===== src/rtl/bfp_pkg.sv =====
// Purpose: Shared constants and types for the bridge fault protection block
// Assumes: 50 MHz clk
// Notes:   Times in ns, cycle counts derived from the clock period
`default_nettype none
package bfp_pkg;
  localparam int CLK_PERIOD_NS = 20;
  localparam int DEGLITCH_NS   = 1000;
  localparam int DEAD_NS       = 500;
  localparam int OCP_FILT_NS   = 3000;
  localparam int RETRY_NS      = 4000000;
  localparam int WAKE_NS       = 1000;
  localparam int DEGLITCH_CYC  = (DEGLITCH_NS + CLK_PERIOD_NS - 1) / CLK_PERIOD_NS;
  localparam int DEAD_CYC      = (DEAD_NS + CLK_PERIOD_NS - 1) / CLK_PERIOD_NS;
  localparam int OCP_FILT_CYC  = (OCP_FILT_NS + CLK_PERIOD_NS - 1) / CLK_PERIOD_NS;
  localparam int RETRY_CYC     = (RETRY_NS + CLK_PERIOD_NS - 1) / CLK_PERIOD_NS;
  localparam int WAKE_CYC      = (WAKE_NS + CLK_PERIOD_NS - 1) / CLK_PERIOD_NS;

  localparam logic [1:0] OCP_LATCHED  = 2'h0;
  localparam logic [1:0] OCP_RETRY    = 2'h1;
  localparam logic [1:0] OCP_REPORT   = 2'h2;
  localparam logic [1:0] OCP_DISABLED = 2'h3;
  localparam logic [1:0] MODE_INDEP   = 2'h2;
  localparam logic [1:0] OCP_RESET_POLICY = OCP_LATCHED;

  localparam logic [2:0] SLEW_FASTEST = 3'h0;
  localparam logic [2:0] SLEW_13      = 3'h3;
  localparam logic [2:0] SLEW_SLOWEST = 3'h7;

  // Strap levels of the slew pin
  localparam logic [1:0] STRAP_GND  = 2'h0;
  localparam logic [1:0] STRAP_OPEN = 2'h1;
  localparam logic [1:0] STRAP_VDD  = 2'h2;

  typedef struct packed {
    logic summary;
    logic supplyUv;
    logic pumpUv;
    logic ocp;
    logic [3:0] fetOcp;
  } bfp_status_t;

  typedef struct packed {
    logic hiOn;
    logic loOn;
  } bfp_gate_t;
endpackage
`default_nettype wire


===== src/rtl/bfp_deglitch.sv =====
// Purpose: Input synchroniser and deglitch filter
// Assumes: Input from outside the clock domain
// Notes:   Output changes only after a stable run of DEPTH cycles
`default_nettype none
module bfp_deglitch
  import bfp_pkg::*;
#(
  parameter int DEPTH = DEGLITCH_CYC
) (
  input  wire logic clk,
  input  wire logic sys_rst,
  input  wire logic rawIn,
  output logic      cleanOut
);
  logic       sync1_ff;
  logic       sync2_ff;
  logic [7:0] cnt_ff;

  always_ff @(posedge clk) begin
    if (sys_rst) begin
      sync1_ff <= 1'b0;
      sync2_ff <= 1'b0;
    end else begin
      sync1_ff <= rawIn;
      sync2_ff <= sync1_ff;
    end
  end

  // Count cycles the input differs from the output, reset when they match
  always_ff @(posedge clk) begin
    if (sys_rst) begin
      cnt_ff   <= 8'h00;
      cleanOut <= 1'b0;
    end else if (sync2_ff == cleanOut) begin
      cnt_ff <= 8'h00;
    end else if (cnt_ff >= 8'(DEPTH - 1)) begin
      cnt_ff   <= 8'h00;
      cleanOut <= sync2_ff;
    end else begin
      cnt_ff <= cnt_ff + 8'h01;
    end
  end

  property p_glitch_ignored;
    @(posedge clk) disable iff (sys_rst)
      $changed(cleanOut) |-> $past(sync2_ff) == cleanOut;
  endproperty
  a_glitch_ignored: assert property (p_glitch_ignored) else $error("deglitch output took unsettled value");
endmodule
`default_nettype wire


===== src/rtl/bfp_half_bridge.sv =====
// Purpose: One half-bridge gate sequencer with dead time
// Assumes: cmdHigh already deglitched
// Notes:   Both gates off for DEAD cycles on every change
`default_nettype none
module bfp_half_bridge
  import bfp_pkg::*;
#(
  parameter int DEAD = DEAD_CYC
) (
  input  wire logic clk,
  input  wire logic sys_rst,
  input  wire logic enable,
  input  wire logic cmdHigh,
  output bfp_gate_t gate
);
  typedef enum logic [1:0] {HB_OFF = 2'b00, HB_DEAD = 2'b01, HB_ON = 2'b11} bfp_hb_t;
  bfp_hb_t    st_ff;
  logic       side_ff;
  logic [7:0] dcnt_ff;

  always_ff @(posedge clk) begin
    if (sys_rst) begin
      st_ff   <= HB_OFF;
      side_ff <= 1'b0;
      dcnt_ff <= 8'h00;
    end else if (!enable) begin
      st_ff <= HB_OFF;
    end else begin
      unique case (st_ff)
        HB_OFF: begin
          st_ff   <= HB_DEAD;
          side_ff <= cmdHigh;
          dcnt_ff <= 8'h00;
        end
        HB_DEAD: begin
          if (side_ff != cmdHigh) begin
            side_ff <= cmdHigh;
            dcnt_ff <= 8'h00;
          end else if (dcnt_ff >= 8'(DEAD - 1)) begin
            st_ff <= HB_ON;
          end else begin
            dcnt_ff <= dcnt_ff + 8'h01;
          end
        end
        HB_ON: begin
          if (side_ff != cmdHigh) begin
            st_ff   <= HB_DEAD;
            side_ff <= cmdHigh;
            dcnt_ff <= 8'h00;
          end
        end
        default: st_ff <= HB_OFF;
      endcase
    end
  end

  // Gates registered from state flops, enable and command
  always_ff @(posedge clk) begin
    if (sys_rst) begin
      gate <= '0;
    end else begin
      gate.hiOn <= enable && st_ff == HB_ON && side_ff && cmdHigh;
      gate.loOn <= enable && st_ff == HB_ON && !side_ff && !cmdHigh;
    end
  end

  property p_no_overlap;
    @(posedge clk) disable iff (sys_rst) !(gate.hiOn && gate.loOn);
  endproperty
  a_no_overlap: assert property (p_no_overlap) else $error("both gates on");

  property p_off_before_on;
    @(posedge clk) disable iff (sys_rst)
      $rose(gate.hiOn) |-> $past(!gate.loOn, 1) && $past(!gate.loOn, 2);
  endproperty
  a_off_before_on: assert property (p_off_before_on) else $error("high side on without dead time");
endmodule
`default_nettype wire


===== src/rtl/bfp_top.sv =====
// Purpose: Bridge fault protection, fault reporting and gate sequencing
// Assumes: Analog comparators give level fault indications; one clock
// Notes:   Sleep input low acts as reset of the fault logic
// What this block does
// - Three-bit slew code, 000 fastest, 111 slowest
// - Strap: ground fastest, open 13, logic supply slowest
// - Output high impedance between transistor switchovers
// - Drive inputs pass a deglitch filter
// - Conducting transistor turned off before opposite on
// - Fault output low whenever fault present
// - Fault output low until core operational
// - Sleep low sleeps, rising edge wakes
// - No serial output while sleep low
// - Supply undervoltage: outputs off, pump off, latch
// - Supply undervoltage recovers alone, bit stays sticky
// - Pump undervoltage: outputs off, pump on, latch
// - Pump undervoltage disable bit suppresses protection
// - Filtered overcurrent disables that half-bridge
// - Two-bit overcurrent policy selects four behaviours
// - Independent mode handles each half-bridge separately
// - Latched: off until condition gone and cleared
// - Latched policy is the reset default
// - Retry: resume after interval and fault gone
// - Clear command or sleep pulse clears bits
// - Report only: keep driving, report until cleared
// - Disabled: no action, keep driving
`default_nettype none
module bfp_top
  import bfp_pkg::*;
#(
  parameter int RETRY = RETRY_CYC,
  parameter int FILT  = OCP_FILT_CYC,
  parameter int WAKE  = WAKE_CYC
) (
  input  wire logic       clk,
  input  wire logic       sys_rst,
  input  wire logic       sleep_in_n,
  input  wire logic [1:0] drive_input,
  input  wire logic       supply_undervoltage,
  input  wire logic       pump_undervoltage,
  input  wire logic [3:0] fetOvercurrent,
  input  wire logic       pump_uv_disable,
  input  wire logic       clear_faults_cmd,
  input  wire logic [1:0] ocpPolicy,
  input  wire logic       ocpPolicyValid,
  input  wire logic [1:0] bridgeMode,
  input  wire logic       strapVariant,
  input  wire logic [2:0] slewCode,
  input  wire logic [1:0] slewStrap,
  output bfp_gate_t [1:0] bridge_output,
  output logic            pumpEnable,
  output logic [2:0]      slew_select,
  output logic            fault_out_n_o,
  output logic            fault_out_n_oe,
  output logic            serialOutEnable,
  output bfp_status_t     status
);
  logic       slp1_ff;
  logic       slp2_ff;
  logic       awake_ff;
  logic       coreReady_ff;
  logic [7:0] wakeCnt_ff;
  logic       intRst;
  logic [1:0] ocpMode_ff;
  logic [1:0] cleanIn;
  logic [1:0] ocLvl;
  logic [1:0] ocFilt;
  logic [1:0] ocLatched_ff;
  logic [1:0] bridgeEn;
  logic       globalOff;
  logic       pumpUvAct;
  logic       clearNow;
  logic [1:0] ocpActive;
  logic       ocpFaultShown;
  logic [1:0] strap1_ff;
  logic [1:0] strap2_ff;

  // Sleep and strap pin synchronisers, wake sequencing
  always_ff @(posedge clk) begin
    if (sys_rst) begin
      slp1_ff   <= 1'b0;
      slp2_ff   <= 1'b0;
      strap1_ff <= 2'h0;
      strap2_ff <= 2'h0;
    end else begin
      slp1_ff   <= sleep_in_n;
      slp2_ff   <= slp1_ff;
      strap1_ff <= slewStrap;
      strap2_ff <= strap1_ff;
    end
  end

  always_ff @(posedge clk) begin
    if (sys_rst) begin
      awake_ff <= 1'b0;
    end else begin
      awake_ff <= slp2_ff;
    end
  end

  assign intRst = sys_rst || !slp2_ff;

  always_ff @(posedge clk) begin
    if (intRst) begin
      wakeCnt_ff   <= 8'h00;
      coreReady_ff <= 1'b0;
    end else if (wakeCnt_ff >= 8'(WAKE - 1)) begin
      coreReady_ff <= 1'b1;
    end else begin
      wakeCnt_ff <= wakeCnt_ff + 8'h01;
    end
  end

  // Policy register, latched after reset
  always_ff @(posedge clk) begin
    if (sys_rst) begin
      ocpMode_ff <= OCP_RESET_POLICY;
    end else if (ocpPolicyValid && !strapVariant) begin
      ocpMode_ff <= ocpPolicy;
    end
  end

  // Slew code from register or strap
  always_ff @(posedge clk) begin
    if (sys_rst) begin
      slew_select <= SLEW_FASTEST;
    end else if (!strapVariant) begin
      slew_select <= slewCode;
    end else begin
      unique case (strap2_ff)
        STRAP_GND:  slew_select <= SLEW_FASTEST;
        STRAP_OPEN: slew_select <= SLEW_13;
        STRAP_VDD:  slew_select <= SLEW_SLOWEST;
        default:    slew_select <= SLEW_13;
      endcase
    end
  end

  genvar gi;
  generate
    for (gi = 0; gi < 2; gi++) begin : g_in
      bfp_deglitch u_dg (
        .clk      (clk),
        .sys_rst  (sys_rst),
        .rawIn    (drive_input[gi]),
        .cleanOut (cleanIn[gi])
      );
    end
  endgenerate

  // Overcurrent sync and filter, per half-bridge
  logic [3:0] oc1_ff;
  logic [3:0] oc2_ff;
  logic [7:0]  fcnt_ff [2];
  logic [31:0] rcnt_ff [2];

  always_ff @(posedge clk) begin
    if (sys_rst) begin
      oc1_ff <= 4'h0;
      oc2_ff <= 4'h0;
    end else begin
      oc1_ff <= fetOvercurrent;
      oc2_ff <= oc1_ff;
    end
  end

  assign ocLvl[0] = oc2_ff[0] | oc2_ff[1];
  assign ocLvl[1] = oc2_ff[2] | oc2_ff[3];
  assign clearNow = clear_faults_cmd;
  assign pumpUvAct = pump_undervoltage && !pump_uv_disable;

  generate
    for (gi = 0; gi < 2; gi++) begin : g_oc
      always_ff @(posedge clk) begin
        if (intRst || ocpMode_ff == OCP_DISABLED) begin
          fcnt_ff[gi] <= 8'h00;
        end else if (!ocLvl[gi]) begin
          fcnt_ff[gi] <= 8'h00;
        end else if (fcnt_ff[gi] < 8'(FILT)) begin
          fcnt_ff[gi] <= fcnt_ff[gi] + 8'h01;
        end
      end
      assign ocFilt[gi] = fcnt_ff[gi] >= 8'(FILT);

      // Retry interval counter
      always_ff @(posedge clk) begin
        if (intRst || !ocLatched_ff[gi]) begin
          rcnt_ff[gi] <= 32'h0000_0000;
        end else if (rcnt_ff[gi] < 32'(RETRY)) begin
          rcnt_ff[gi] <= rcnt_ff[gi] + 32'h0000_0001;
        end
      end

      // Protective latch per half-bridge, set wins over release
      always_ff @(posedge clk) begin
        if (intRst) begin
          ocLatched_ff[gi] <= 1'b0;
        end else if (ocFilt[gi] && ocpMode_ff != OCP_DISABLED) begin
          ocLatched_ff[gi] <= 1'b1;
        end else if (ocpMode_ff == OCP_RETRY) begin
          if (rcnt_ff[gi] >= 32'(RETRY) && !ocLvl[gi])
            ocLatched_ff[gi] <= 1'b0;
        end else if (ocpMode_ff == OCP_DISABLED) begin
          ocLatched_ff[gi] <= 1'b0;
        end else if (clearNow && !ocLvl[gi]) begin
          ocLatched_ff[gi] <= 1'b0;
        end
      end
    end
  endgenerate

  // Shutdown only for latched and retry policies
  always_comb begin
    ocpActive = ocLatched_ff & {2{ocpMode_ff == OCP_LATCHED || ocpMode_ff == OCP_RETRY}};
    if (bridgeMode == MODE_INDEP) begin
      bridgeEn = ~ocpActive;
    end else begin
      bridgeEn = {2{~|ocpActive}};
    end
  end

  assign globalOff = supply_undervoltage || pumpUvAct || !coreReady_ff;
  assign ocpFaultShown = |ocLatched_ff;

  generate
    for (gi = 0; gi < 2; gi++) begin : g_hb
      bfp_half_bridge u_hb (
        .clk     (clk),
        .sys_rst (sys_rst),
        .enable  (bridgeEn[gi] && !globalOff && awake_ff),
        .cmdHigh (cleanIn[gi]),
        .gate    (bridge_output[gi])
      );
    end
  endgenerate

  // Sticky status bits; set wins over clear
  always_ff @(posedge clk) begin
    if (intRst) begin
      status <= '0;
    end else begin
      if (supply_undervoltage) status.supplyUv <= 1'b1;
      else if (clearNow) status.supplyUv <= 1'b0;
      if (pumpUvAct) status.pumpUv <= 1'b1;
      else if (clearNow) status.pumpUv <= 1'b0;
      for (int i = 0; i < 4; i++) begin
        if (ocFilt[i / 2] && ocpMode_ff != OCP_DISABLED && oc2_ff[i]) status.fetOcp[i] <= 1'b1;
        else if (clearNow) status.fetOcp[i] <= 1'b0;
      end
      if (|ocFilt && ocpMode_ff != OCP_DISABLED) status.ocp <= 1'b1;
      else if (clearNow) status.ocp <= 1'b0;
      if (supply_undervoltage || pumpUvAct || (|ocFilt && ocpMode_ff != OCP_DISABLED)) status.summary <= 1'b1;
      else if (clearNow) status.summary <= 1'b0;
    end
  end

  // Outputs
  always_ff @(posedge clk) begin
    if (sys_rst) begin
      pumpEnable      <= 1'b0;
      fault_out_n_oe  <= 1'b0;
      serialOutEnable <= 1'b0;
    end else begin
      pumpEnable      <= awake_ff && !supply_undervoltage;
      fault_out_n_oe  <= coreReady_ff && !globalOff && !ocpFaultShown;
      serialOutEnable <= slp2_ff;
    end
  end
  assign fault_out_n_o = 1'b0;

  property p_uv_fault;
    @(posedge clk) disable iff (sys_rst)
      supply_undervoltage |-> ##1 !fault_out_n_oe && !pumpEnable;
  endproperty
  a_uv_fault: assert property (p_uv_fault) else $error("supply undervoltage not reported");

  property p_uv_sticky;
    @(posedge clk) disable iff (intRst)
      status.supplyUv && !clearNow |=> status.supplyUv;
  endproperty
  a_uv_sticky: assert property (p_uv_sticky) else $error("undervoltage bit lost");

  property p_pump_undervoltage_pump;
    @(posedge clk) disable iff (sys_rst)
      pumpUvAct && awake_ff && !supply_undervoltage |-> ##1 pumpEnable && !fault_out_n_oe;
  endproperty
  a_pump_undervoltage_pump: assert property (p_pump_undervoltage_pump) else $error("pump undervoltage handling wrong");

  property p_pump_undervoltage_dis;
    @(posedge clk) disable iff (intRst)
      pump_uv_disable && !status.pumpUv |=> !status.pumpUv;
  endproperty
  a_pump_undervoltage_dis: assert property (p_pump_undervoltage_dis) else $error("disabled pump undervoltage latched");

  property p_reset_policy;
    @(posedge clk) $fell(sys_rst) |-> ocpMode_ff == OCP_LATCHED;
  endproperty
  a_reset_policy: assert property (p_reset_policy) else $error("policy not latched after reset");

  property p_disabled_noop;
    @(posedge clk) disable iff (intRst)
      ocpMode_ff == OCP_DISABLED && $past(ocpMode_ff == OCP_DISABLED) |-> ocLatched_ff == 2'b00;
  endproperty
  a_disabled_noop: assert property (p_disabled_noop) else $error("disabled policy took action");

  property p_latched_hold;
    @(posedge clk) disable iff (intRst)
      ocLatched_ff[0] && ocpMode_ff == OCP_LATCHED && !clearNow |=> ocLatched_ff[0];
  endproperty
  a_latched_hold: assert property (p_latched_hold) else $error("latched overcurrent released early");

  property p_sleep_serial;
    @(posedge clk) disable iff (sys_rst) !slp2_ff |=> !serialOutEnable;
  endproperty
  a_sleep_serial: assert property (p_sleep_serial) else $error("serial output during sleep");
endmodule
`default_nettype wire


===== config.mk =====
export PLATFORM = sky130hd
export DESIGN_NAME = bfp_top
export DESIGN_NICKNAME = d
export VERILOG_FILES = /design/src/rtl/bfp_pkg.sv /design/src/rtl/bfp_deglitch.sv /design/src/rtl/bfp_half_bridge.sv /design/src/rtl/bfp_top.sv
export SDC_FILE = /design/constraint.sdc
export NUM_CORES = 1
export LEC_CHECK = 0
export CORE_ASPECT_RATIO = 0.7
export CORE_MARGIN = 2
export CORE_UTILIZATION = 36
export DETAILED_ROUTE_END_ITERATION = 12
export DONT_BUFFER_PORTS = 1
export GPL_ROUTABILITY_DRIVEN = 0
export SYNTH_ARGS = -nofsm -noshare
export SYNTH_HDL_FRONTEND = slang
export SYNTH_SLANG_ARGS = --single-unit
export TNS_END_PERCENT = 30

===== constraint.sdc =====
create_clock -name clk -period 6.68 [get_ports clk]
set_input_delay 1.002 -clock clk [delete_from_list [all_inputs] [get_ports clk]]
set_output_delay 1.002 -clock clk [all_outputs]
set_load 0.02 [all_outputs]

Word-level counts from Yosys, hierarchy flattened
Memories as Yosys holds them, arrays and structs flattened.
Cells that the tools add are included.

storage, ports and cells
  memory bits (read-only) = 0
  memory bits (writable) = 80
  word-level logic and storage cells = 269
  memories = 2
  latch bits = 0
  input bits = 24
  register bits = 89

operators by class
  mux-type cells = 74
  divide/modulo/power cells = 0
  shift operators = 0
  bitwise operators = 14
  add/sub/neg operators = 9
  order comparisons = 13
  equal/unequal tests = 25
  reductions and logical operators = 91
  multipliers = 0

memory list
  memory   depth  width  read ports  clocked after Yosys merged registers in  write ports  RTL line        text
  rcnt_ff  2      32     2           0                                        2            bfp_top.sv:155  logic [31:0] rcnt_ff [2];
  fcnt_ff  2      8      2           0                                        2            bfp_top.sv:154  logic [7:0] fcnt_ff [2];

operator list
  cell                                                                                    count
  8-bit 2-to-1 mux                                                                        10
  32-bit by 1-bit adder with 32-bit output (second input constant)                        2
  32-bit by 18-bit greater-or-equal comparator with 1-bit output (second input constant)  2
  32-bit by 18-bit less-than comparator with 1-bit output (second input constant)         2
  32-bit 2-to-1 mux                                                                       2
  8-bit by 1-bit adder with 8-bit output (second input constant)                          7
  8-bit case mux with 3 select lines                                                      2
  1-bit 2-to-1 mux                                                                        47
  1-bit logical AND                                                                       30
  8-bit by 6-bit greater-or-equal comparator with 1-bit output (second input constant)    3
  2-bit nonzero test                                                                      10
  8-bit by 5-bit greater-or-equal comparator with 1-bit output (second input constant)    2
  8-bit greater-or-equal comparator (second input constant)                               2
  1-bit zero test                                                                         16
  8-bit less-than comparator (second input constant)                                      2
  2-bit 2-to-1 mux                                                                        7
  2-bit OR reduction                                                                      7
  2-bit by 1-bit inequality test with 1-bit output (second input constant)                6
  2-bit case mux with 3 select lines                                                      2
  3-bit AND reduction                                                                     4
  2-bit equality test (second input constant)                                             5
  2-bit zero test                                                                         4
  1-bit logical OR                                                                        8
  1-bit OR                                                                                8
  17 further kinds                                                                        36

Longest topological paths before layout
  depth after elaboration = 11
  gate-level depth with buffers = 8

Cells and area by module
Synthesis repeated with hierarchy kept, for this count alone.

unflattened totals
  cell total of the unflattened synthesis = 685
  area total of the unflattened synthesis = 7,372.1 µm²

by module, submodules not included
  module           times used  cells each  area an instance (µm²)
  bfp_top          1           457         5,172.5
  bfp_half_bridge  2           70          658.1
  bfp_deglitch     2           44          441.7

Worst setup path after synthesis
No wires, ideal clock.

  path type = register to register
  start = mem rcnt_ff[0][15]
  end = mem rcnt_ff[0][0] (enable)
  path slack = 3.597 ns
  stages on the path, launching flop included = 5
  buffers on the path = 0
  arrival = 2.655 ns
  setup time = 0.428 ns
  cell sequence = edfxtp_1 or4_1 nor2_1 nor2_1 o21bai_1

RTL lines
  element             RTL line
  start: declaration  bfp_top.sv:155

==> flow_summary.yaml <==
outcome:
  status: "finished, final reports clean"
setup_path:
  path_buf_inv: 2
  end_kind: "register"
  slowest_stage: "a311o_1"
  path_cells: "inv_1 > nand2_1 > clkinv_1 > nand2_1 > a311o_1 > nor2_1"
  r2r_slack_ns: 4.40
  regToRegStartpoint: "slp2_ff"
  crit_start: "sys_rst"
  r2r_cells: 5
  cp_top_family: "simple AND/OR/NAND/NOR gates"
  arrival_ns: 2.76
  crit_required_ns: 6.82
  crit_fanout: 35
  crit_path_start_kind: "input pin"
  slowest_delay_ns: 0.59
  critPathKind: "input pin to register"
  reg2reg_to: "rcnt_ff[0][3]"
  crit_path_frequent_cell: "nand2_1"
power:
  power_density_nw_per_um2: 260
  peakVddDrop_uv: 164
  p_sw_share_pct: 19.8
  p_comb_share_pct: 1.2
  cellInternalPower_w: 0.00168
  p_sw_w: 0.000415
  seqPwrFrac_pct: 52.7
  clockPowerShare_pct: 46.1
  p_leak_nw: 2.87
sta:
  fin_crit_ns: 2.62
  fmax_ghz: 0.382
  fin_setup_tns_ns: 0
  rsz0062_at_grt: "false"
  setup_viol: 0
  maxSlewViolCount: 0
  hold_viol: 0
  clock_skew_ns: 0.00662
  slew_headroom_pct: 40.5
  holdWs_ns: 0.438
  period_share_pct: 39.2
  tightest_slew_ns: 0.885
worst_hold_path:
  hold-path-endpoint: "strap2_ff[1]"
  worst_hold_path_type: "register to register"
  min_path_cells: 1
  hold_path.startpoint: "strap1_ff[1]"
clock_tree:
  cts_buffers: 17
  clk-insertion-delay-late_ns: 0.41
  clk_pin_slew_worst_paths_ns: 0.06
  cts.sink_count: 169
  cts_tree: "built"
  root_buffer: "clkbuf_16"
  holdBufCountCts: 0
  htree_num_levels: 4
  cts_resized: 0
  post-cts-setup-buffer-count: 0
  clk_path_buf_depth: 2
route:
  drc: 0
  drtIter0Drc: 281
  avgViaCountPerCell: 4.70
  avgRoutedWirePerCell_microns: 13.0
  antenna_left: 0
  dr.pass1.iters: 5
  routed_wl_microns: 12600
  vias: 4545
layout:
  final_util_pct: 42.2
  syn2layout_area_growth_pct: 13.8
  final_nets: 736
  final_cell_mix: "nor2_1 (110), dfxtp_1 (89), edfxtp_1 (80)"
  final_common_cell: "nor2_1"
  fin_area_sq_um: 8080
  drive_gt1_share_pct: 6.83
floorplan:
  rows: 42
  core-area_sq_um: 19100
  chipHeight_microns: 121
  start_util_pct: 37.1
  die_w_microns: 172
  io_pins: 43
  die_area_sq_um: 20900
yosys:
  synth_area_leaders: "edfxtp_1 (34%), dfxtp_1 (25%), nor2_1 (5.8%), xnor2_1 (4.3%), ha_1 (3.7%)"
  synth_flop_cell: "dfxtp_1"
  synthXorXnorAreaFrac_pct: 7.28
  yosysTopAreaCell: "edfxtp_1"
  synth_area_sq_um: 7100
  avgSynthCellArea_sq_um: 10.9
  synth_edf_count: 80
  synth_async_sr_flop_share_pct: 0
  syn_inst: 653
  synthMuxAreaShare_pct: 1.13
  synth-simple-area-share_pct: 19.6
  synth_compound_area_share_pct: 6.26
  yosysSeqAreaShare_pct: 58.9
  synth_top_area_share_pct: 33.8
  ys_ff_latch: 169
  synth_cell_type_count: 57
  ys.warnings.count: 0
  synth_fa_ha_area_share_pct: 3.70
  synth_top_family_by_area: "simple AND/OR/NAND/NOR gates"
global_routing:
  antenna_found_initial: 0
  grt_max_degree: 36
  first_global_vias: 4417
  grt_overflow: 0
  grt_pass1_wl_microns: 20900
  grt_use_total_pct: 13.0
run:
  maxCapViolCount: 0
placed_design:
  portBuffers: 0
  placed_area_sq_um: 7480
  dp_hpwl_microns: 8900
[cell families after synthesis]
kind of cell / after synthesis
AND/OR/NAND/NOR: 280
flip-flops: 169
AO/OA/AOI/OAI: 65
XOR/XNOR: 59
buffers and inverters: 50
adder cells (fa/ha/maj): 21
multiplexers: 8
other: 1
[layout make-up]
type / instances / area, sq um
clock buffers: 22 / 507
flip-flops and latches: 169 / 4180
clock inverters: 9 / 83.8
multi-input cells: 466 / 2820
inverters: 35 / 131
diodes: 1 / 2.50
repair buffers: 2 / 15.0
well taps: 264 / 330
fillers: 1805 / 11100
[registers in the layout, indices dropped and copies added (netlist names), 2 cells and up]
name and flops:
g_hb.u_hb.dcnt_ff 16, g_in.u_dg.sync2_ff 2, g_hb.u_hb.side_ff 2, g_hb.u_hb.gate 4
g_in.u_dg.sync1_ff 2, slew_select 3, fcnt_ff 16, g_in.u_dg.cnt_ff 16
rcnt_ff 64, oc1_ff 4, wakeCnt_ff 8, g_in.u_dg.cleanOut 2
strap1_ff 2, strap2_ff 2, oc2_ff 4, g_hb.u_hb.st_ff 4
status 8, ocpMode_ff 2, ocLatched_ff 2
[through the flow]
stage                     std cells  setup slack, ns  total power (W)
after floorplan                 685             3.60          0.00115
after global routing            967             3.78          0.00219
final                           968             4.06          0.00210
after CTS                       967             4.03          0.00213
after detailed placement        936             3.56          0.00115
after global placement          936             3.75          0.00115
[power groups by stage]
stage          combinational [W]  sequential, W  clock (W)
2_1_floorplan          0.0000238        0.00113          0
3_3_place_gp           0.0000233        0.00113          0
3_5_place_dp           0.0000238        0.00113          0
4_1_cts                0.0000241        0.00111   0.000997
5_1_grt                0.0000282        0.00111    0.00105
6_report               0.0000245        0.00111   0.000968
[worst reg2reg max path, stage by stage, from the launching register on]
cell and delay (ns):
dfxtp_1 0.31, nand2_1 0.43, clkinv_1 0.36, nand2_1 0.20, a311o_1 0.59, nor2_1 0.13
[cells in the mapped netlist, types with 5 or more instances]
cell type,n
nor4_1,15
dfxtp_1,89
nand2_1,31
inv_1,33
nor3_1,15
nor2_2,10
and3_1,14
and2_1,5
o21ai_0,7
nor2_1,110
nand2b_1,6
clkbuf_1,9
ha_1,21
nand3_1,25
xor2_1,24
nor2b_1,24
a31oi_1,12
edfxtp_1,80
a21oi_1,14
nand4_1,6
mux2i_1,8
xnor2_1,35
[how the worst max path moves through the flow]
stage | to | slack (ns) | cells after the start
floorplan | rcnt_ff[0][0] | 3.60 | 4
global route | rcnt_ff[0][3] | 3.78 | 6
global placement | rcnt_ff[0][8] | 3.75 | 6
finish | rcnt_ff[0][3] | 4.06 | 6
detailed placement | rcnt_ff[0][3] | 3.56 | 6
CTS | rcnt_ff[0][3] | 4.03 | 6
[routing by layer]
| metal | track usage (%) | routed length, microns | vias up |
|---|---|---|---|
| met5 | 0 | 0 | - |
| met4 | 6.83 | 189 | 0 |
| met3 | 4.08 | 668 | 12 |
| met2 | 19.6 | 5640 | 69 |
| met1 | 16.7 | 6130 | 2146 |
| li1 | - | - | 2318 |
No activity file was read; power rests on OpenSTA's default activity.
